$ cat src/pkg/uart_lsr_consts.vh
// Purpose: Constants of the line-status block: offsets, bit positions, reset values, depth
// Assumes: Included by bare name from rtl/
// Notes: Offsets are byte addresses on the APB word grid
`ifndef UART_LSR_CONSTS_VH
`define UART_LSR_CONSTS_VH

`define ADDR_DATA 8'h00
`define ADDR_CONTROL 8'h04
`define ADDR_LINE_STATUS 8'h08
`define ADDR_IRQ_STATUS 8'h0c
`define ADDR_IRQ_MASK 8'h10

`define CTRL_FIFO_EN 0

`define LS_RX_AVAILABLE 0
`define LS_RX_OVERFLOW 1
`define LS_PARITY_FAULT 2
`define LS_STOP_BIT_ERROR 3
`define LS_BREAK_SEEN 4
`define LS_TX_HOLDING_EMPTY 5
`define LS_TX_ALL_EMPTY 6
`define LS_FIFO_ERROR_SUMMARY 7

`define IRQ_TX_HOLDING_EMPTY 0
`define IRQ_LINE_ERROR 1
`define IRQ_RX_DATA 2

`define FIFO_DEPTH 6'd32
`define CHAR_DEPTH 6'd1

`define RST_CONTROL 8'h00
`define RST_IRQ_MASK 3'h0

`endif

$ cat src/rtl/uart_line_status_flags.v
// Purpose: Line-status flags of a serial transceiver with its holding registers and FIFOs
// Assumes: Serializer raises txShiftBusy the cycle after txLoad; deserializer pulses rxValid
// Notes: APB slave with one wait state; line status read has side effects
//
// How it works
// - Error summary bit 7 set when an errored character enters the receive FIFO
// - Reading line status clears the error summary; it is 0 with no error
// - Bit 6 is 1 only when holding and shift registers are both empty
// - Bit 6 is 0 while holding or shift register holds a character
// - In FIFO mode bit 6 needs transmit FIFO and shift register empty
// - Character mode: bit 5 rises when the character moves to the shifter
// - Character mode: bit 5 falls with the host write to the holding register
// - FIFO mode: bit 5 set while transmit FIFO empty, cleared by one written byte
// - Holding-empty raises an interrupt when its enable is set
// - Bit 4 set when receive line stays low a full frame
// - FIFO mode loads just one break character however long the break lasts
// - Bit 3 set when a character lacks a valid stop bit
// - FIFO mode reports framing status of the character at the FIFO top
// - Bit 2 parity error, tied to the FIFO top character in FIFO mode
// - Bit 1 overrun when a character arrives with FIFO full; character dropped
// - Bit 0 set while any received character is held
//
// Our own choices: the placing of the registers and the APB slave port.
`timescale 1ns/1ps
`include "uart_lsr_consts.vh"

module uart_line_status_flags (
    input wire sysClk,              // 40 MHz clock
    input wire sysRst,              // Async reset, active high
    input wire [7:0] paddr,         // APB address
    input wire psel,                // APB select
    input wire penable,             // APB enable
    input wire pwrite,              // APB direction
    input wire [31:0] pwdata,       // APB write data
    output reg [31:0] prdata,       // APB read data
    output wire pready,             // APB ready
    output reg pslverr,             // APB error on unmapped address
    output wire irq,                // Level interrupt
    output reg txLoad,              // Pulse: character to shifter
    output reg [7:0] txData,        // Character for shifter
    input wire txShiftBusy,         // Shift register holds a character
    input wire rxValid,             // Pulse: character assembled
    input wire [7:0] rxData,        // Received character
    input wire rxParityErr,         // Parity wrong on this character
    input wire rxFrameErr,          // Stop bit missing on this character
    input wire rxBreak,             // Line low for a whole frame
    input wire rxLine               // Serial input level
);

    reg [7:0] control;
    reg [2:0] irqMask;
    reg [2:0] irqStatus;
    reg accDone;
    reg [7:0] txMem [0:31];
    reg [4:0] txWr;
    reg [4:0] txRd;
    reg [5:0] txCount;
    reg [10:0] rxMem [0:31];
    reg [4:0] rxWr;
    reg [4:0] rxRd;
    reg [5:0] rxCount;
    reg overflow;
    reg errSummary;
    reg breakLoaded;
    reg holdEmptyPrev;
    reg fifoEnPrev;

    wire fifoEn = control[`CTRL_FIFO_EN];
    wire firstAcc = psel & penable & ~accDone;
    wire lastAcc = psel & penable & accDone;
    wire rdLs = firstAcc & ~pwrite & (paddr == `ADDR_LINE_STATUS);
    wire rdData = firstAcc & ~pwrite & (paddr == `ADDR_DATA);
    wire wrData = lastAcc & pwrite & (paddr == `ADDR_DATA);
    wire wrIrq = lastAcc & pwrite & (paddr == `ADDR_IRQ_STATUS);
    wire modeFlip = fifoEn != fifoEnPrev;

    function full;
        input [5:0] count;
        input en;
        begin
            full = en ? (count == `FIFO_DEPTH) : (count == `CHAR_DEPTH);
        end
    endfunction

    // Transmit side
    wire txPush = wrData & ~full(txCount, fifoEn);
    wire txPop = (txCount != 6'd0) & ~txShiftBusy & ~txLoad;

    // Receive side; in FIFO mode a held break suppresses repeats until the line recovers
    wire isBreakRepeat = rxBreak & breakLoaded & fifoEn;
    wire rxAccept = rxValid & ~isBreakRepeat;
    wire rxFull = full(rxCount, fifoEn);
    wire rxPush = rxAccept & ~rxFull;
    wire rxPop = rdData & (rxCount != 6'd0);
    wire rxErrChar = rxParityErr | rxFrameErr | rxBreak;

    wire [10:0] rxTop = rxMem[rxRd];
    wire rxHas = rxCount != 6'd0;

    wire holdEmpty = txCount == 6'd0;
    // fifo case
    // Load cycle counts as full: busy only rises one cycle later
    wire allEmpty = holdEmpty & ~txShiftBusy & ~txLoad;

    wire [7:0] lineStatus;
    assign lineStatus[`LS_RX_AVAILABLE] = rxHas;
    assign lineStatus[`LS_RX_OVERFLOW] = overflow;
    assign lineStatus[`LS_PARITY_FAULT] = rxHas & rxTop[8];
    assign lineStatus[`LS_STOP_BIT_ERROR] = rxHas & rxTop[9];
    assign lineStatus[`LS_BREAK_SEEN] = rxHas & rxTop[10];
    assign lineStatus[`LS_TX_HOLDING_EMPTY] = holdEmpty;
    assign lineStatus[`LS_TX_ALL_EMPTY] = allEmpty;
    assign lineStatus[`LS_FIFO_ERROR_SUMMARY] = errSummary;

    assign pready = accDone;
    assign irq = |(irqStatus & irqMask);

    // APB: data and side effects at first access edge, ready one cycle later
    always @(posedge sysClk or posedge sysRst) begin
        if (sysRst) begin
            accDone <= 1'b0;
            prdata <= 32'h0000_0000;
            pslverr <= 1'b0;
        end else if (firstAcc) begin
            accDone <= 1'b1;
            pslverr <= 1'b0;
            if (paddr == `ADDR_DATA) begin
                prdata <= {24'h00_0000, rxTop[7:0]};
            end else if (paddr == `ADDR_CONTROL) begin
                prdata <= {24'h00_0000, control};
            end else if (paddr == `ADDR_LINE_STATUS) begin
                prdata <= {24'h00_0000, lineStatus};
            end else if (paddr == `ADDR_IRQ_STATUS) begin
                prdata <= {29'h0000_0000, irqStatus};
            end else if (paddr == `ADDR_IRQ_MASK) begin
                prdata <= {29'h0000_0000, irqMask};
            end else begin
                prdata <= 32'h0000_0000;
                pslverr <= 1'b1;
            end
        end else if (lastAcc) begin
            accDone <= 1'b0;
        end
    end

    // Writable registers, taking effect at the ready edge
    always @(posedge sysClk or posedge sysRst) begin
        if (sysRst) begin
            control <= `RST_CONTROL;
            irqMask <= `RST_IRQ_MASK;
            fifoEnPrev <= 1'b0;
        end else begin
            fifoEnPrev <= fifoEn;
            if (lastAcc & pwrite) begin
                if (paddr == `ADDR_CONTROL) begin
                    control <= pwdata[7:0];
                end else if (paddr == `ADDR_IRQ_MASK) begin
                    irqMask <= pwdata[2:0];
                end
            end
        end
    end

    // Transmit holding register or FIFO; a mode change flushes it
    always @(posedge sysClk or posedge sysRst) begin
        if (sysRst) begin
            txWr <= 5'd0;
            txRd <= 5'd0;
            txCount <= 6'd0;
            txLoad <= 1'b0;
            txData <= 8'h00;
        end else if (modeFlip) begin
            txWr <= 5'd0;
            txRd <= 5'd0;
            txCount <= 6'd0;
            txLoad <= 1'b0;
        end else begin
            txLoad <= txPop;
            if (txPush) begin
                txMem[txWr] <= pwdata[7:0];
                txWr <= txWr + 5'd1;
            end
            if (txPop) begin
                txData <= txMem[txRd];
                txRd <= txRd + 5'd1;
            end
            if (txPush & ~txPop) begin
                txCount <= txCount + 6'd1;
            end else if (txPop & ~txPush) begin
                txCount <= txCount - 6'd1;
            end
        end
    end

    // Receive holding register or FIFO with per-character error tags
    always @(posedge sysClk or posedge sysRst) begin
        if (sysRst) begin
            rxWr <= 5'd0;
            rxRd <= 5'd0;
            rxCount <= 6'd0;
            breakLoaded <= 1'b0;
        end else if (modeFlip) begin
            rxWr <= 5'd0;
            rxRd <= 5'd0;
            rxCount <= 6'd0;
            breakLoaded <= 1'b0;
        end else begin
            if (rxLine) begin
                breakLoaded <= 1'b0;
            end else if (rxPush & rxBreak) begin
                breakLoaded <= 1'b1;
            end
            if (rxPush) begin
                rxMem[rxWr] <= {rxBreak, rxFrameErr, rxParityErr, rxData};
                rxWr <= rxWr + 5'd1;
            end
            if (rxPop) begin
                rxRd <= rxRd + 5'd1;
            end
            if (rxPush & ~rxPop) begin
                rxCount <= rxCount + 6'd1;
            end else if (rxPop & ~rxPush) begin
                rxCount <= rxCount - 6'd1;
            end
        end
    end

    // Sticky line flags; a new event beats the read clear
    always @(posedge sysClk or posedge sysRst) begin
        if (sysRst) begin
            overflow <= 1'b0;
            errSummary <= 1'b0;
        end else begin
            if (rxAccept & rxFull) begin
                overflow <= 1'b1;
            end else if (rdLs) begin
                overflow <= 1'b0;
            end
            if (fifoEn & rxPush & rxErrChar) begin
                errSummary <= 1'b1;
            end else if (rdLs) begin
                errSummary <= 1'b0;
            end
        end
    end

    // Interrupt status, write one to clear, set wins
    always @(posedge sysClk or posedge sysRst) begin
        if (sysRst) begin
            irqStatus <= 3'h0;
            holdEmptyPrev <= 1'b1;
        end else begin
            holdEmptyPrev <= holdEmpty;
            irqStatus[`IRQ_TX_HOLDING_EMPTY] <= (holdEmpty & ~holdEmptyPrev) |
                (irqStatus[`IRQ_TX_HOLDING_EMPTY] & ~(wrIrq & pwdata[`IRQ_TX_HOLDING_EMPTY]));
            irqStatus[`IRQ_LINE_ERROR] <= (rxAccept & rxFull) | (rxPush & rxErrChar) |
                (irqStatus[`IRQ_LINE_ERROR] & ~(wrIrq & pwdata[`IRQ_LINE_ERROR]));
            irqStatus[`IRQ_RX_DATA] <= rxPush |
                (irqStatus[`IRQ_RX_DATA] & ~(wrIrq & pwdata[`IRQ_RX_DATA]));
        end
    end

endmodule // uart_line_status_flags

$ cat config.mk
export PLATFORM = sky130hd
export DESIGN_NAME = uart_line_status_flags
export DESIGN_NICKNAME = d
export VERILOG_FILES = /design/src/rtl/uart_line_status_flags.v
export VERILOG_INCLUDE_DIRS = /design/src /design/src/pkg
export SDC_FILE = /design/constraint.sdc
export NUM_CORES = 1
export LEC_CHECK = 0
export BUFFER_PORTS_ARGS = -buffer_cell sky130_fd_sc_hd__buf_2
export CORE_MARGIN = 2
export CORE_UTILIZATION = 55
export CTS_BUF_LIST = sky130_fd_sc_hd__clkbuf_16
export DETAILED_ROUTE_END_ITERATION = 16
export GPL_TIMING_DRIVEN = 0
export HOLD_SLACK_MARGIN = 0.05
export PLACE_DENSITY_LB_ADDON = 0.1
export SYNTH_ARGS = -nofsm -noshare
export SYNTH_HDL_FRONTEND = slang
export SYNTH_SLANG_ARGS = --single-unit
$ cat constraint.sdc
create_clock -name sysClk -period 3.4 [get_ports sysClk]
set_input_delay 0.68 -clock sysClk [delete_from_list [all_inputs] [get_ports sysClk]]
set_output_delay 0.68 -clock sysClk [all_outputs]
set_load 0.05 [all_outputs]
# [Word-level counts from Yosys, hierarchy flattened]
# Memories as Yosys holds them, arrays and structs flattened. A register that Yosys moved wholly into a read port is not among the register bits.
# Index checks and enable logic that the tools add are counted.
[word_totals] ff_bits=86 latchBits=0 ram_bits=608 mem_bits_ro=0 inputBits=59 out_inout_bits=44 word_cells=161 memories=2
[op_classes] add_sub_neg=8 mul=0 div_mod_pow=0 n_lt_le_gt_ge=0 eq_ne=9 shifts=0 muxes=41 bitwise=62 n_reduce_logical=21
[mem_list] name="rxMem" words=32 width=11 rd=1 rd_ports_with_merged_regs=0 write_ports=1 line_no="uart_line_status_flags.v:58" source="reg [10:0] rxMem [0:31];"
[mem_list] name="txMem" words=32 width=8 rd=1 rd_ports_with_merged_regs=1 write_ports=1 line_no="uart_line_status_flags.v:54" source="reg [7:0] txMem [0:31];"
[op_table] op="5-bit 2-to-1 mux" n=8
[op_table] op="1-bit bitwise AND" n=38
[op_table] op="6-bit 2-to-1 mux" n=6
[op_table] op="8-bit 2-to-1 mux" n=3
[op_table] op="1-bit 2-to-1 mux" n=22
[op_table] op="5-bit by 1-bit adder with 5-bit output, second input constant" n=4
[op_table] op="1-bit NOT" n=17
[op_table] op="8-bit by 4-bit equality test with 1-bit output, second input constant" n=2
[op_table] op="2-bit nonzero test" n=7
[op_table] op="6-bit by 1-bit adder with 6-bit output, second input constant" n=2
[op_table] op="6-bit by 1-bit equality test with 1-bit output, second input constant" n=2
[op_table] op="6-bit equality test, second input constant" n=2
[op_table] op="6-bit nonzero test" n=2
[op_table] op="6-bit by 1-bit subtractor with 6-bit output, second input constant" n=2
[op_table] op="3-bit nonzero test" n=3
[op_table] op="8-bit by 3-bit equality test with 1-bit output, second input constant" n=1
[op_table] op="8-bit by 5-bit equality test with 1-bit output, second input constant" n=1
[op_table] op="8-bit zero test" n=1
[op_table] op="6-bit zero test" n=1
[op_table] op="3-bit 2-to-1 mux" n=2
[op_table] op="1-bit OR" n=6
[op_table] op="2-bit AND reduction" n=2
[op_table] op="3-bit bitwise AND" n=1
[op_table] op="3-bit AND reduction" n=1
[op_table] op="other kinds (4)" n=5

# [Logic depth before layout (Yosys ltp)]
# Gate-level depths: netlist (run 1).
[depth] depth_word=10 ltp_mapped=10 mapped_depth_nobuf=8

# [Least setup slack after synthesis (run 1)]
# No wires, ideal clock.
[synth_path] path_kind="input -> register" startpoint="input sysRst" endpoint="memory txMem[28][0] (enable)" setup_ps=370 arrival_time_ps=3131 required_time_ps=3030 path_slack_ps=-101 path_stages=4 n_path_buf=0 path_cell_list="inv_1 > and3_1 > nand2_1 > nor2_1"
[synth_via] elab_chain_cells=3
[synth_lines] element="start: declaration" line_no="uart_line_status_flags.v:29" source="input wire sysRst,"
[synth_lines] element="1-bit zero test (no line)"
[synth_lines] element="1-bit logical AND (implied by the code)" line_no="uart_line_status_flags.v:180" source="txMem[txWr] <= pwdata[7:0];"
[synth_lines] element="1-bit 2-to-1 mux (implied by the code)" line_no="uart_line_status_flags.v:180"
[synth_lines] element="end: declaration" line_no="uart_line_status_flags.v:54"
# Every way passes these cells.

# [Worst setup path after layout (run 1)]
[layout_path] startpoint="register rxCount[0]" endpoint="memory rxMem[7][2] (enable)"
[layout_via] elab_chain_cells=8 elab_cells_between_ends=9 classes_between="eq/ne: 2; mux: 4; bitwise: 2; reduce/logical: 1"
[layout_lines] element="start: declaration" line_no="uart_line_status_flags.v:61" source="reg [5:0] rxCount;"
[layout_lines] element="start signal: assignment" line_no="uart_line_status_flags.v:221" source="rxCount <= rxCount + 6'd1;"
[layout_lines] element="start signal: assignment" line_no="uart_line_status_flags.v:223" source="rxCount <= rxCount - 6'd1;"
[layout_lines] element="6-bit by 1-bit equality test with 1-bit output (no line) or 6-bit equality test (tied branches)"
[layout_lines] element="1-bit 2-to-1 mux *" line_no="uart_line_status_flags.v:81" source="full = en ? (count == `FIFO_DEPTH) : (count == `CHAR_DEPTH);"
[layout_lines] element="1-bit NOT *" line_no="uart_line_status_flags.v:93" source="wire rxPush = rxAccept & ~rxFull;"
[layout_lines] element="1-bit bitwise AND *" line_no="uart_line_status_flags.v:93"
[layout_lines] element="1-bit 2-to-1 mux *" line_no="uart_line_status_flags.v:213" source="if (rxPush) begin"
[layout_lines] element="1-bit 2-to-1 mux *" line_no="uart_line_status_flags.v:202" source="end else if (modeFlip) begin"
[layout_lines] element="1-bit logical AND (implied by the code) *" line_no="uart_line_status_flags.v:214" source="rxMem[rxWr] <= {rxBreak, rxFrameErr, rxParityErr, rxData};"
[layout_lines] element="1-bit 2-to-1 mux (implied by the code) *" line_no="uart_line_status_flags.v:214"
[layout_lines] element="end: declaration" line_no="uart_line_status_flags.v:58"
# Every way passes the cells marked *; elsewhere a longest branch is shown, timed or not.

==> impl_results.html, run 1 <==
<table>
<tr><th>Metric</th><th>Value</th></tr>
<tr><th colspan="2">Run status</th></tr>
<tr><td>Run status</td><td>finished clean</td></tr>
<tr><th colspan="2">Layout</th></tr>
<tr><td>Fraction of final layout cells sized beyond drive strength 1</td><td>roughly 27%</td></tr>
<tr><td>Layout Nets</td><td>approximately 1.7k</td></tr>
<tr><td>Area added between synthesis and finish</td><td>15.5%</td></tr>
<tr><td>Number of fill cells in the layout</td><td>about 3.5k</td></tr>
<tr><td>Total non-filler cell area in the finished layout</td><td>roughly 32000 um2</td></tr>
<tr><td>Diodes inserted</td><td>0</td></tr>
<tr><th colspan="2">STA</th></tr>
<tr><td>Clock period minus worst slack</td><td>3.29 ns</td></tr>
<tr><td>Worst-Margin Slew</td><td>just over 1 ns</td></tr>
<tr><td>Number of pins with negative max-slew slack in the final report</td><td>0</td></tr>
<tr><td>Post-route fraction of the period consumed by the critical path</td><td>96.7%</td></tr>
<tr><td>Count of endpoints failing hold in the final timing report</td><td>0</td></tr>
<tr><td>Unrepaired setup endpoints after global routing</td><td>true</td></tr>
<tr><td>Largest clock skew in the final design</td><td>0.0378 ns</td></tr>
<tr><td>Finish-stage setup viols</td><td>0</td></tr>
<tr><td>Worst hold slack</td><td>0.212 ns</td></tr>
<tr><td>Maximum frequency from static timing analysis</td><td>0.304 GHz</td></tr>
<tr><td>Worst relative slew slack</td><td>between 30% and 40%</td></tr>
<tr><th colspan="2">Synthesis</th></tr>
<tr><td>Sequential-to-total area share from yosys stat</td><td>72.6%</td></tr>
<tr><td>Leading post-synthesis cells by instance count</td><td>sky130_fd_sc_hd__edfxtp_1 (608), sky130_fd_sc_hd__mux4_2 (153), sky130_fd_sc_hd__nor2_1 (114), sky130_fd_sc_hd__dfrtp_1 (69), sky130_fd_sc_hd__nand2_1 (65)</td></tr>
<tr><td>Average size of a mapped cell</td><td>18.7 um2</td></tr>
<tr><td>Cell with the most instances after synthesis</td><td>sky130_fd_sc_hd__edfxtp_1</td></tr>
<tr><td>Area leader, netlist</td><td>sky130_fd_sc_hd__edfxtp_1</td></tr>
<tr><td>Number of distinct library cells after synthesis</td><td>64</td></tr>
<tr><td>Post-synth top flop</td><td>sky130_fd_sc_hd__edfxtp_1</td></tr>
<tr><td>Leading cell types by total area after synthesis</td><td>sky130_fd_sc_hd__edfxtp_1 (66%), sky130_fd_sc_hd__mux4_2 (13%), sky130_fd_sc_hd__dfrtp_1 (6.3%)</td></tr>
<tr><td>Instance count of the mapped netlist</td><td>roughly 1.5k</td></tr>
<tr><td>Post-synthesis instance area</td><td>around 28000 um2</td></tr>
<tr><td>Number of enable flip-flop cells after synthesis</td><td>between 600 and 700</td></tr>
<tr><td>FFs w/ async S/R, synth</td><td>between 10% and 20%</td></tr>
<tr><td>Count of yosys warnings during synthesis</td><td>0</td></tr>
<tr><td>Top-area cell type share of the netlist area</td><td>approximately two thirds</td></tr>
<tr><td>Flip-flop and latch count after synthesis</td><td>between 600 and 700</td></tr>
<tr><th colspan="2">Clock tree</th></tr>
<tr><td>CTS clock-pin slew for the worst setup and hold paths</td><td>roughly 0.060 ns</td></tr>
<tr><td>Number of buffers created by CTS</td><td>between 70 and 80</td></tr>
<tr><td>Hold buffer count at CTS</td><td>0</td></tr>
<tr><td>Clock tree buffer depth</td><td>3</td></tr>
<tr><td>Sinks on the clock net</td><td>around 680</td></tr>
<tr><td>CTS tree</td><td>built</td></tr>
<tr><td>Clock latency on the worst-skew pair</td><td>slightly above 0.6 ns</td></tr>
<tr><td>H-tree level count</td><td>3</td></tr>
<tr><td>Clock Tree Root</td><td>sky130_fd_sc_hd__clkbuf_16</td></tr>
<tr><th colspan="2">Setup path</th></tr>
<tr><td>Peak fanout along the critical path</td><td>11</td></tr>
<tr><td>Critical path required time</td><td>3.65 ns</td></tr>
<tr><td>Nature of the critical path startpoint</td><td>flop</td></tr>
<tr><td>Setup crit end kind</td><td>flop</td></tr>
<tr><td>Crit path arrival time</td><td>between 3 and 4 ns</td></tr>
<tr><td>Cell family with the largest share of critical-path delay</td><td>simple AND/OR/NAND/NOR gates</td></tr>
<tr><td>Buffering stage count on the worst path with inverters included</td><td>1</td></tr>
<tr><td>Worst-path cell chain</td><td>inv_1, ha_1, and3_1, o21ai_0, nand3_1, nor3_2, nand2_2, nor2_4</td></tr>
<tr><td>Largest stage delay, worst path</td><td>between 0.5 and 0.6 ns</td></tr>
<tr><td>Library cell contributing the largest single delay on the critical path</td><td>sky130_fd_sc_hd__nor2_4</td></tr>
<tr><td>Setup Crit Path Kind</td><td>flop to flop</td></tr>
<tr><th colspan="2">GRT</th></tr>
<tr><td>GR Overflow Total</td><td>0</td></tr>
<tr><td>Vias in the first global route</td><td>about 14k</td></tr>
<tr><td>Antenna violations before repair</td><td>0</td></tr>
<tr><td>Global routing usage summed across all routing layers</td><td>approximately a quarter</td></tr>
<tr><td>Pin count of the biggest net entering global routing</td><td>39</td></tr>
<tr><td>Global-route wire length before repair</td><td>approximately 98000 um</td></tr>
<tr><th colspan="2">Detailed routing</th></tr>
<tr><td>Detailed router's first-iteration violation count</td><td>about 1.3k</td></tr>
<tr><td>DR DRC count</td><td>0</td></tr>
<tr><td>Via count of the routed design</td><td>between 10k and 15k</td></tr>
<tr><td>Detailed Routing Iterations Pass 1</td><td>5</td></tr>
<tr><td>Final wirelength</td><td>67500 um</td></tr>
<tr><td>Detail-routed net length per standard cell</td><td>roughly 28 um</td></tr>
<tr><td>Vias per cell</td><td>around 6</td></tr>
<tr><td>Post-route antenna net violation count</td><td>0</td></tr>
<tr><th colspan="2">Floorplanning</th></tr>
<tr><td>Core area</td><td>roughly 50000 um2</td></tr>
<tr><td>Initial Utilization</td><td>~55%</td></tr>
<tr><td>Die area</td><td>roughly 52000 um2</td></tr>
<tr><td>Number of ports placed on the die boundary</td><td>between 100 and 150</td></tr>
<tr><td>Placement Rows</td><td>between 80 and 90</td></tr>
<tr><td>Width of the chip</td><td>about 230 um</td></tr>
<tr><td>Die H</td><td>between 200 and 250 um</td></tr>
<tr><th colspan="2">Place</th></tr>
<tr><td>Final estimated routing congestion in global placement</td><td>~0.96</td></tr>
<tr><td>Post-detailed-placement cell area</td><td>28800 um2</td></tr>
<tr><td>I/O Buffers</td><td>54</td></tr>
<tr><td>Placed wire-length estimate after detailed placement</td><td>roughly 44000 um</td></tr>
<tr><th colspan="2">Power and ir drop</th></tr>
<tr><td>Total power draw</td><td>21100 uW</td></tr>
<tr><td>Leakage Power</td><td>~0.010 uW</td></tr>
<tr><td>IR drop worst, VDD</td><td>between 0.0005 and 0.0006 V</td></tr>
<tr><td>Power per unit of standard cell area</td><td>about 660 nW/um2</td></tr>
<tr><th colspan="2">Hold path</th></tr>
<tr><td>Hold crit path type</td><td>input pin to asynchronous set/reset pin</td></tr>
<tr><th colspan="2">Run</th></tr>
<tr><td>Number of max-cap violations</td><td>0</td></tr>
</table>
cells in the final DEF (no fill, tap or decap), types with 9 or more instances in the layout:
master,n
sky130_fd_sc_hd__edfxtp_1,608
sky130_fd_sc_hd__mux4_2,153
sky130_fd_sc_hd__nor2_1,78
sky130_fd_sc_hd__buf_2,78
sky130_fd_sc_hd__clkbuf_16,78
sky130_fd_sc_hd__dfrtp_1,69
sky130_fd_sc_hd__nand2_1,61
sky130_fd_sc_hd__mux2i_1,56
sky130_fd_sc_hd__buf_4,38
sky130_fd_sc_hd__nor2_4,33
sky130_fd_sc_hd__inv_1,29
sky130_fd_sc_hd__o21ai_0,25
sky130_fd_sc_hd__conb_1,24
sky130_fd_sc_hd__clkbuf_1,23
sky130_fd_sc_hd__nand3_1,23
sky130_fd_sc_hd__buf_12,20
sky130_fd_sc_hd__nor3_1,18
sky130_fd_sc_hd__clkinv_1,18
sky130_fd_sc_hd__a21oi_1,17
sky130_fd_sc_hd__ha_1,16
sky130_fd_sc_hd__nand4_1,15
sky130_fd_sc_hd__clkinv_2,14
sky130_fd_sc_hd__xnor2_1,13
sky130_fd_sc_hd__xor2_1,13
sky130_fd_sc_hd__nor2b_1,13
sky130_fd_sc_hd__a22oi_1,13
sky130_fd_sc_hd__nand3b_1,12
sky130_fd_sc_hd__mux2_2,11
sky130_fd_sc_hd__a211oi_1,9
cell families (layout without fill, tap and decap cells):
kind of cell,after synthesis,after routing,synth area share [%]
AO/OA/AOI/OAI,111,111,2.66
other,1,24,0.0136
flip-flops,678,678,72.6
adder cells (fa/ha/maj),16,16,0.726
multiplexers,224,224,15.4
XOR/XNOR,26,26,0.826
AND/OR/NAND/NOR,304,304,5.41
buffers and inverters,116,325,2.41
final timing paths:
| check | from | endpoint | slack (ns) | cells after the start |
|---|---|---|---|---|
| worst min-delay path | sysRst | breakLoaded | 0.21 | 2 |
| worst max-delay path | rxCount[0] | rxMem[7][2] | 0.11 | 8 |
| min in group sysClk | rxLine | breakLoaded | 0.23 | 2 |
| max in group asynchronous | sysRst | txRd[0] | 2.52 | 3 |
| worst min register to register | control[0] | fifoEnPrev | 0.39 | 0 |
| worst max register to register | rxCount[0] | rxMem[7][2] | 0.11 | 8 |
worst register-to-register path, stage by stage, from the launching register on:
cell and delay (ns):
sky130_fd_sc_hd__dfrtp_1 0.41, sky130_fd_sc_hd__inv_1 0.11, sky130_fd_sc_hd__ha_1 0.26, sky130_fd_sc_hd__and3_1 0.17, sky130_fd_sc_hd__o21ai_0 0.23, sky130_fd_sc_hd__nand3_1 0.28
sky130_fd_sc_hd__nor3_2 0.46, sky130_fd_sc_hd__nand2_2 0.48, sky130_fd_sc_hd__nor2_4 0.51
final cells by class:
type / instances / area (um2) / share of cell area [%]
multi-input combinational: 705 / 7240 / 22.8
buffer: 98 / 597 / 1.88
clock buffer: 78 / 1950 / 6.13
timing repair buffer: 78 / 701 / 2.20
inverter: 18 / 71.3 / 0.224
clock inverter: 53 / 417 / 1.31
sequential: 678 / 20000 / 62.9
tap: 672 / 841 / 2.64
metrics by stage:
step	setup TNS (ns)	utilization, %	cells	worst slack, ns
5_1_grt	-0.929	63.8	2380	-0.0420
3_3_place_gp	-264.09	57.7	2225	-0.593
2_1_floorplan	0	-	1499	0.687
6_report	0	63.8	2380	0.113
4_1_cts	0	63.0	2357	0.0479
3_5_place_dp	-288.31	57.7	2226	-0.748
routing by layer:
metal  up-vias  share of wire [%]  global-route usage (%)
met2       530                 51                    44.7
met3       129                6.4                    4.99
li1       6234                  -                       -
met5         -                  0                       0
met4         0                3.0                    8.56
met1      7618                 39                    34.7
where the power goes:
group,switching (uW),internal [uW]
combinational,2190,1520
clock,3180,4650
sequential,204,9400
total,5570,15600
state kept, by name (all words and copies together), names as in the netlist:
register,flops
rxMem,352
txMem,256
control,8
prdata,8
txData,8
rxCount,6
txCount,6
rxRd,5
rxWr,5
txRd,5
txWr,5
irqMask,3
irqStatus,3
breakLoaded,1
errSummary,1
fifoEnPrev,1
holdEmptyPrev,1
overflow,1
pready,1
pslverr,1
txLoad,1
what timing repair did:
| item | in CTS | in global routing |
|---|---|---|
| resized for setup | 69 | 4 |
| setup buffers | 0 | 23 |
| pin swaps | 0 | 25 |
| setup endpoints to repair | 352 | 311 |
(Power assumes the default switching activity.)
==> run 2: changes to the inputs <==
Settings changed: ABC_AREA set to 1.
==> impl_results.html, run 2 <==
<table>
<tr><th>Metric</th><th>Value</th></tr>
<tr><th colspan="2">Layout</th></tr>
<tr><td>Register with the most flip-flops</td><td>rxMem</td></tr>
<tr><td>Register cell area after layout</td><td>20000 um2</td></tr>
<tr><td>Max reg flops</td><td>352</td></tr>
<tr><td>Diodes inserted</td><td>0</td></tr>
<tr><td>Layout Nets</td><td>2689</td></tr>
<tr><td>Top flop regs</td><td>rxMem x352, txMem x256</td></tr>
<tr><td>Fraction of final layout cells sized beyond drive strength 1</td><td>around 11%</td></tr>
<tr><td>Number of fill cells in the layout</td><td>just over 4k</td></tr>
<tr><td>Highest-count cells in the layout ignoring fill and taps</td><td>sky130_fd_sc_hd__edfxtp_1 (608), sky130_fd_sc_hd__nor2_1 (417), sky130_fd_sc_hd__nand2_1 (372), sky130_fd_sc_hd__o21ai_0 (295), sky130_fd_sc_hd__nand3_1 (187)</td></tr>
<tr><td>Area added between synthesis and finish</td><td>13.0%</td></tr>
<tr><td>Area of combinational cells with multiple inputs</td><td>between 7000 and 8000 um2</td></tr>
<tr><td>Most frequent standard cell in the layout excluding fill and tap cells</td><td>sky130_fd_sc_hd__edfxtp_1</td></tr>
<tr><th colspan="2">GRT</th></tr>
<tr><td>Global-route wire length before repair</td><td>approximately 120000 um</td></tr>
<tr><td>Global routing usage summed across all routing layers</td><td>approximately 31%</td></tr>
<tr><td>Antenna violations before repair</td><td>0</td></tr>
<tr><td>Vias in the first global route</td><td>~19k</td></tr>
<tr><td>Pin count of the biggest net entering global routing</td><td>60</td></tr>
<tr><td>GR Overflow Total</td><td>0</td></tr>
<tr><th colspan="2">Detailed routing</th></tr>
<tr><td>DR DRC count</td><td>0</td></tr>
<tr><td>Detail-routed net length per standard cell</td><td>about 24 um</td></tr>
<tr><td>Vias per cell</td><td>5.97</td></tr>
<tr><td>Detailed Routing Iterations Pass 1</td><td>8</td></tr>
<tr><td>Detailed router's first-iteration violation count</td><td>around 2.4k</td></tr>
<tr><td>Via count of the routed design</td><td>20.0k</td></tr>
<tr><td>Final wirelength</td><td>81300 um</td></tr>
<tr><td>Post-route antenna net violation count</td><td>0</td></tr>
<tr><th colspan="2">Hold path</th></tr>
<tr><td>Hold crit path type</td><td>input pin to asynchronous set/reset pin</td></tr>
<tr><th colspan="2">Place</th></tr>
<tr><td>I/O Buffers</td><td>54</td></tr>
<tr><td>Placed wire-length estimate after detailed placement</td><td>~53000 um</td></tr>
<tr><td>Final estimated routing congestion in global placement</td><td>0.941</td></tr>
<tr><th colspan="2">Setup path</th></tr>
<tr><td>Cell family with the largest share of critical-path delay</td><td>simple AND/OR/NAND/NOR gates</td></tr>
<tr><td>Largest stage delay, worst path</td><td>1.07 ns</td></tr>
<tr><td>Peak fanout along the critical path</td><td>11</td></tr>
<tr><td>Crit path arrival time</td><td>3.59 ns</td></tr>
<tr><td>Buffering stage count on the worst path with inverters included</td><td>3</td></tr>
<tr><td>Setup Crit Path Kind</td><td>flop to flop</td></tr>
<tr><td>Worst reg2reg path startpoint</td><td>rxCount[0]</td></tr>
<tr><td>Cell depth of the worst flop-to-flop path</td><td>11</td></tr>
<tr><td>Library cell contributing the largest single delay on the critical path</td><td>sky130_fd_sc_hd__nor2_1</td></tr>
<tr><td>FF-to-FF End</td><td>rxMem[28][8]</td></tr>
<tr><td>Nature of the critical path startpoint</td><td>flop</td></tr>
<tr><td>Register-to-register path setup slack</td><td>between 0.01 and 0.015 ns</td></tr>
<tr><td>Setup crit end kind</td><td>flop</td></tr>
<tr><td>Critical path required time</td><td>between 3 and 4 ns</td></tr>
<tr><td>Worst-path cell chain</td><td>inv_1, ha_1, nand2_1, inv_2, nand4_1, nand3_2, inv_2, nand2_1, nor2_4, nand2_2, nor2_1</td></tr>
<tr><th colspan="2">Synthesis</th></tr>
<tr><td>Sequential-to-total area share from yosys stat</td><td>70.6%</td></tr>
<tr><td>Number of enable flip-flop cells after synthesis</td><td>just over 600</td></tr>
<tr><td>Top-area cell type share of the netlist area</td><td>between 60% and 70%</td></tr>
<tr><td>Number of distinct library cells after synthesis</td><td>between 40 and 50</td></tr>
<tr><td>Post-synthesis instance area</td><td>around 28000 um2</td></tr>
<tr><td>Leading post-synthesis cells by instance count</td><td>sky130_fd_sc_hd__edfxtp_1 (608), sky130_fd_sc_hd__nor2_1 (440), sky130_fd_sc_hd__nand2_1 (372), sky130_fd_sc_hd__o21ai_0 (295), sky130_fd_sc_hd__nand3_1 (187)</td></tr>
<tr><td>Post-synth top flop</td><td>sky130_fd_sc_hd__edfxtp_1</td></tr>
<tr><td>Area leader, netlist</td><td>sky130_fd_sc_hd__edfxtp_1</td></tr>
<tr><td>Cell with the most instances after synthesis</td><td>sky130_fd_sc_hd__edfxtp_1</td></tr>
<tr><td>Flip-flop and latch count after synthesis</td><td>678</td></tr>
<tr><td>Average size of a mapped cell</td><td>around 12 um2</td></tr>
<tr><td>FFs w/ async S/R, synth</td><td>roughly a tenth</td></tr>
<tr><td>Leading cell types by total area after synthesis</td><td>sky130_fd_sc_hd__edfxtp_1 (64%), sky130_fd_sc_hd__dfrtp_1 (6.1%), sky130_fd_sc_hd__nor2_1 (5.8%)</td></tr>
<tr><td>Count of yosys warnings during synthesis</td><td>0</td></tr>
<tr><td>Instance count of the mapped netlist</td><td>approximately 2.5k</td></tr>
<tr><th colspan="2">Power and ir drop</th></tr>
<tr><td>Portion of total power attributed to sequential cells</td><td>41.7%</td></tr>
<tr><td>Internal Dissipation</td><td>~16000 uW</td></tr>
<tr><td>Switching component of the power</td><td>~7600 uW</td></tr>
<tr><td>Part of the power in combinational logic</td><td>24.3%</td></tr>
<tr><td>IR drop worst, VDD</td><td>a little under 0.0005 V</td></tr>
<tr><td>Leakage Power</td><td>roughly 0.012 uW</td></tr>
<tr><td>Fraction of power spent switching nets</td><td>32.8%</td></tr>
<tr><td>Clock network power share</td><td>between 30% and 40%</td></tr>
<tr><td>Power per unit of standard cell area</td><td>between 700 and 800 nW/um2</td></tr>
<tr><th colspan="2">Clock tree</th></tr>
<tr><td>CTS clock-pin slew for the worst setup and hold paths</td><td>around 0.060 ns</td></tr>
<tr><td>H-tree level count</td><td>3</td></tr>
<tr><td>Clock Tree Root</td><td>sky130_fd_sc_hd__clkbuf_16</td></tr>
<tr><td>Clock tree buffer depth</td><td>3</td></tr>
<tr><td>Hold buffer count at CTS</td><td>0</td></tr>
<tr><td>Clock latency on the worst-skew pair</td><td>between 0.6 and 0.7 ns</td></tr>
<tr><td>Number of buffers created by CTS</td><td>between 70 and 80</td></tr>
<tr><td>Sinks on the clock net</td><td>678</td></tr>
<tr><td>CTS tree</td><td>built</td></tr>
<tr><th colspan="2">STA</th></tr>
<tr><td>Unrepaired setup endpoints after global routing</td><td>true</td></tr>
<tr><td>Largest clock skew in the final design</td><td>~0.029 ns</td></tr>
<tr><td>Clock period minus worst slack</td><td>3.39 ns</td></tr>
<tr><td>Maximum frequency from static timing analysis</td><td>approximately 0.30 GHz</td></tr>
<tr><td>Worst relative slew slack</td><td>under 10%</td></tr>
<tr><td>Worst hold slack</td><td>0.0746 ns</td></tr>
<tr><td>Number of pins with negative max-slew slack in the final report</td><td>0</td></tr>
<tr><td>Post-route fraction of the period consumed by the critical path</td><td>99.7%</td></tr>
<tr><td>Finish-stage setup viols</td><td>0</td></tr>
<tr><td>Worst-Margin Slew</td><td>1.38 ns</td></tr>
<tr><td>Setup TNS</td><td>0 ns</td></tr>
<tr><td>Count of endpoints failing hold in the final timing report</td><td>0</td></tr>
<tr><th colspan="2">Floorplanning</th></tr>
<tr><td>Core area</td><td>51100 um2</td></tr>
<tr><td>Width of the chip</td><td>about 230 um</td></tr>
<tr><td>Die area</td><td>between 50000 and 60000 um2</td></tr>
<tr><td>Placement Rows</td><td>83</td></tr>
<tr><td>Die H</td><td>approximately 230 um</td></tr>
<tr><td>Number of ports placed on the die boundary</td><td>between 100 and 150</td></tr>
<tr><td>Initial Utilization</td><td>between 50% and 60%</td></tr>
<tr><th colspan="2">Run status</th></tr>
<tr><td>Run status</td><td>finished clean</td></tr>
<tr><th colspan="2">Run</th></tr>
<tr><td>Number of max-cap violations</td><td>0</td></tr>
</table>
==> run 2: cell count changes after synthesis, sizes merged, moves of 46 or more <==
cell,previous run,this run
clkbuf,23,77
inv,18,91
mux2i,56,0
mux4,157,0
nand2,65,380
nand3,23,194
nor2,115,447
o211ai,2,48
o21ai,32,300
==> run 2: cells by family (layout without fill, tap and decap cells) <==
group | Yosys count | after routing | synth area share [%]
other | 1 | 24 | 0.0132
multiplexers | 4 | 4 | 0.159
XOR/XNOR | 15 | 15 | 0.490
adder cells (fa/ha/maj) | 16 | 16 | 0.706
AND/OR/NAND/NOR | 1057 | 1057 | 15.6
AO/OA/AOI/OAI | 443 | 443 | 8.63
flip-flops | 678 | 678 | 70.6
buffers and inverters | 244 | 430 | 3.79
==> run 2: how the worst max path moves through the flow <==
stage                     depth (start not counted)        from            to  slack (ns)
after global placement                            4      sysRst   txMem[0][3]       -1.55
after detailed placement                         10     rxBreak  rxMem[6][10]       -0.36
after floorplan                                   3      sysRst   txMem[0][0]        0.03
final                                            11  rxCount[0]  rxMem[28][8]        0.01
after CTS                                        11  rxCount[0]  rxMem[29][9]       0.003
after global routing                             11  rxCount[0]   rxMem[4][2]       -0.12
==> run 2: power groups by stage <==
stage | logic [uW] | clock network (uW) | registers [uW]
2_1_floorplan | 3210 | 0 | 9980
3_3_place_gp | 5320 | 0 | 9780
3_5_place_dp | 5430 | 0 | 9790
4_1_cts | 5470 | 7910 | 9620
5_1_grt | 6010 | 8240 | 9670
6_report | 5610 | 7860 | 9630
==> run 2: final cells by class <==
| type | count | area share, % |
|---|---|---|
| Sequential cell | 678 | 62.5 |
| Multi-Input combinational cell | 1559 | 23.1 |
| Clock buffer | 73 | 5.70 |
| Tap cell | 680 | 2.66 |
| Buffer | 151 | 2.27 |
| Clock inverter | 53 | 1.60 |
| Inverter | 93 | 1.10 |
| Timing Repair Buffer | 60 | 1.07 |
==> run 2: worst register-to-register path, stage by stage (launching register included) <==
cell and delay, ns:
sky130_fd_sc_hd__dfrtp_1 0.44, sky130_fd_sc_hd__inv_1 0.11, sky130_fd_sc_hd__ha_1 0.25, sky130_fd_sc_hd__nand2_1 0.11
sky130_fd_sc_hd__inv_2 0.05, sky130_fd_sc_hd__nand4_1 0.09, sky130_fd_sc_hd__nand3_2 0.17, sky130_fd_sc_hd__inv_2 0.16
sky130_fd_sc_hd__nand2_1 0.15, sky130_fd_sc_hd__nor2_4 0.20, sky130_fd_sc_hd__nand2_2 0.19, sky130_fd_sc_hd__nor2_1 1.07
==> run 2: through the flow <==
| stage | power [uW] | setup WS [ns] | instance area, um2 | instances | utilization [%] |
|---|---|---|---|---|---|
| floorplan | 13200 | 0.0297 | 28400 | 2481 | - |
| CTS | 23000 | 0.00343 | 31900 | 3343 | 62.5 |
| global placement | 15100 | -1.55 | 29600 | 3215 | 57.8 |
| finish | 23100 | 0.0114 | 32000 | 3347 | 62.7 |
| detailed placement | 15200 | -0.356 | 29600 | 3217 | 57.9 |
| global route | 23900 | -0.124 | 32000 | 3347 | 62.7 |
==> run 2: timing repair <==
action | in CTS | in global routing
setup endpoints to repair | 0 | 189
setup buffers | 0 | 0
endpoints found under the hold margin | 0 | 0
resized for setup | 0 | 20
==> run 2: layer usage <==
metal / wire length (um) / share of wire [%] / global-route usage, %
met5: 0 / 0 / 0
met4: 3700 / 4.6 / 14.5
met3: 6920 / 8.5 / 4.84
met2: 39700 / 49 / 51.2
met1: 31000 / 38 / 39.6
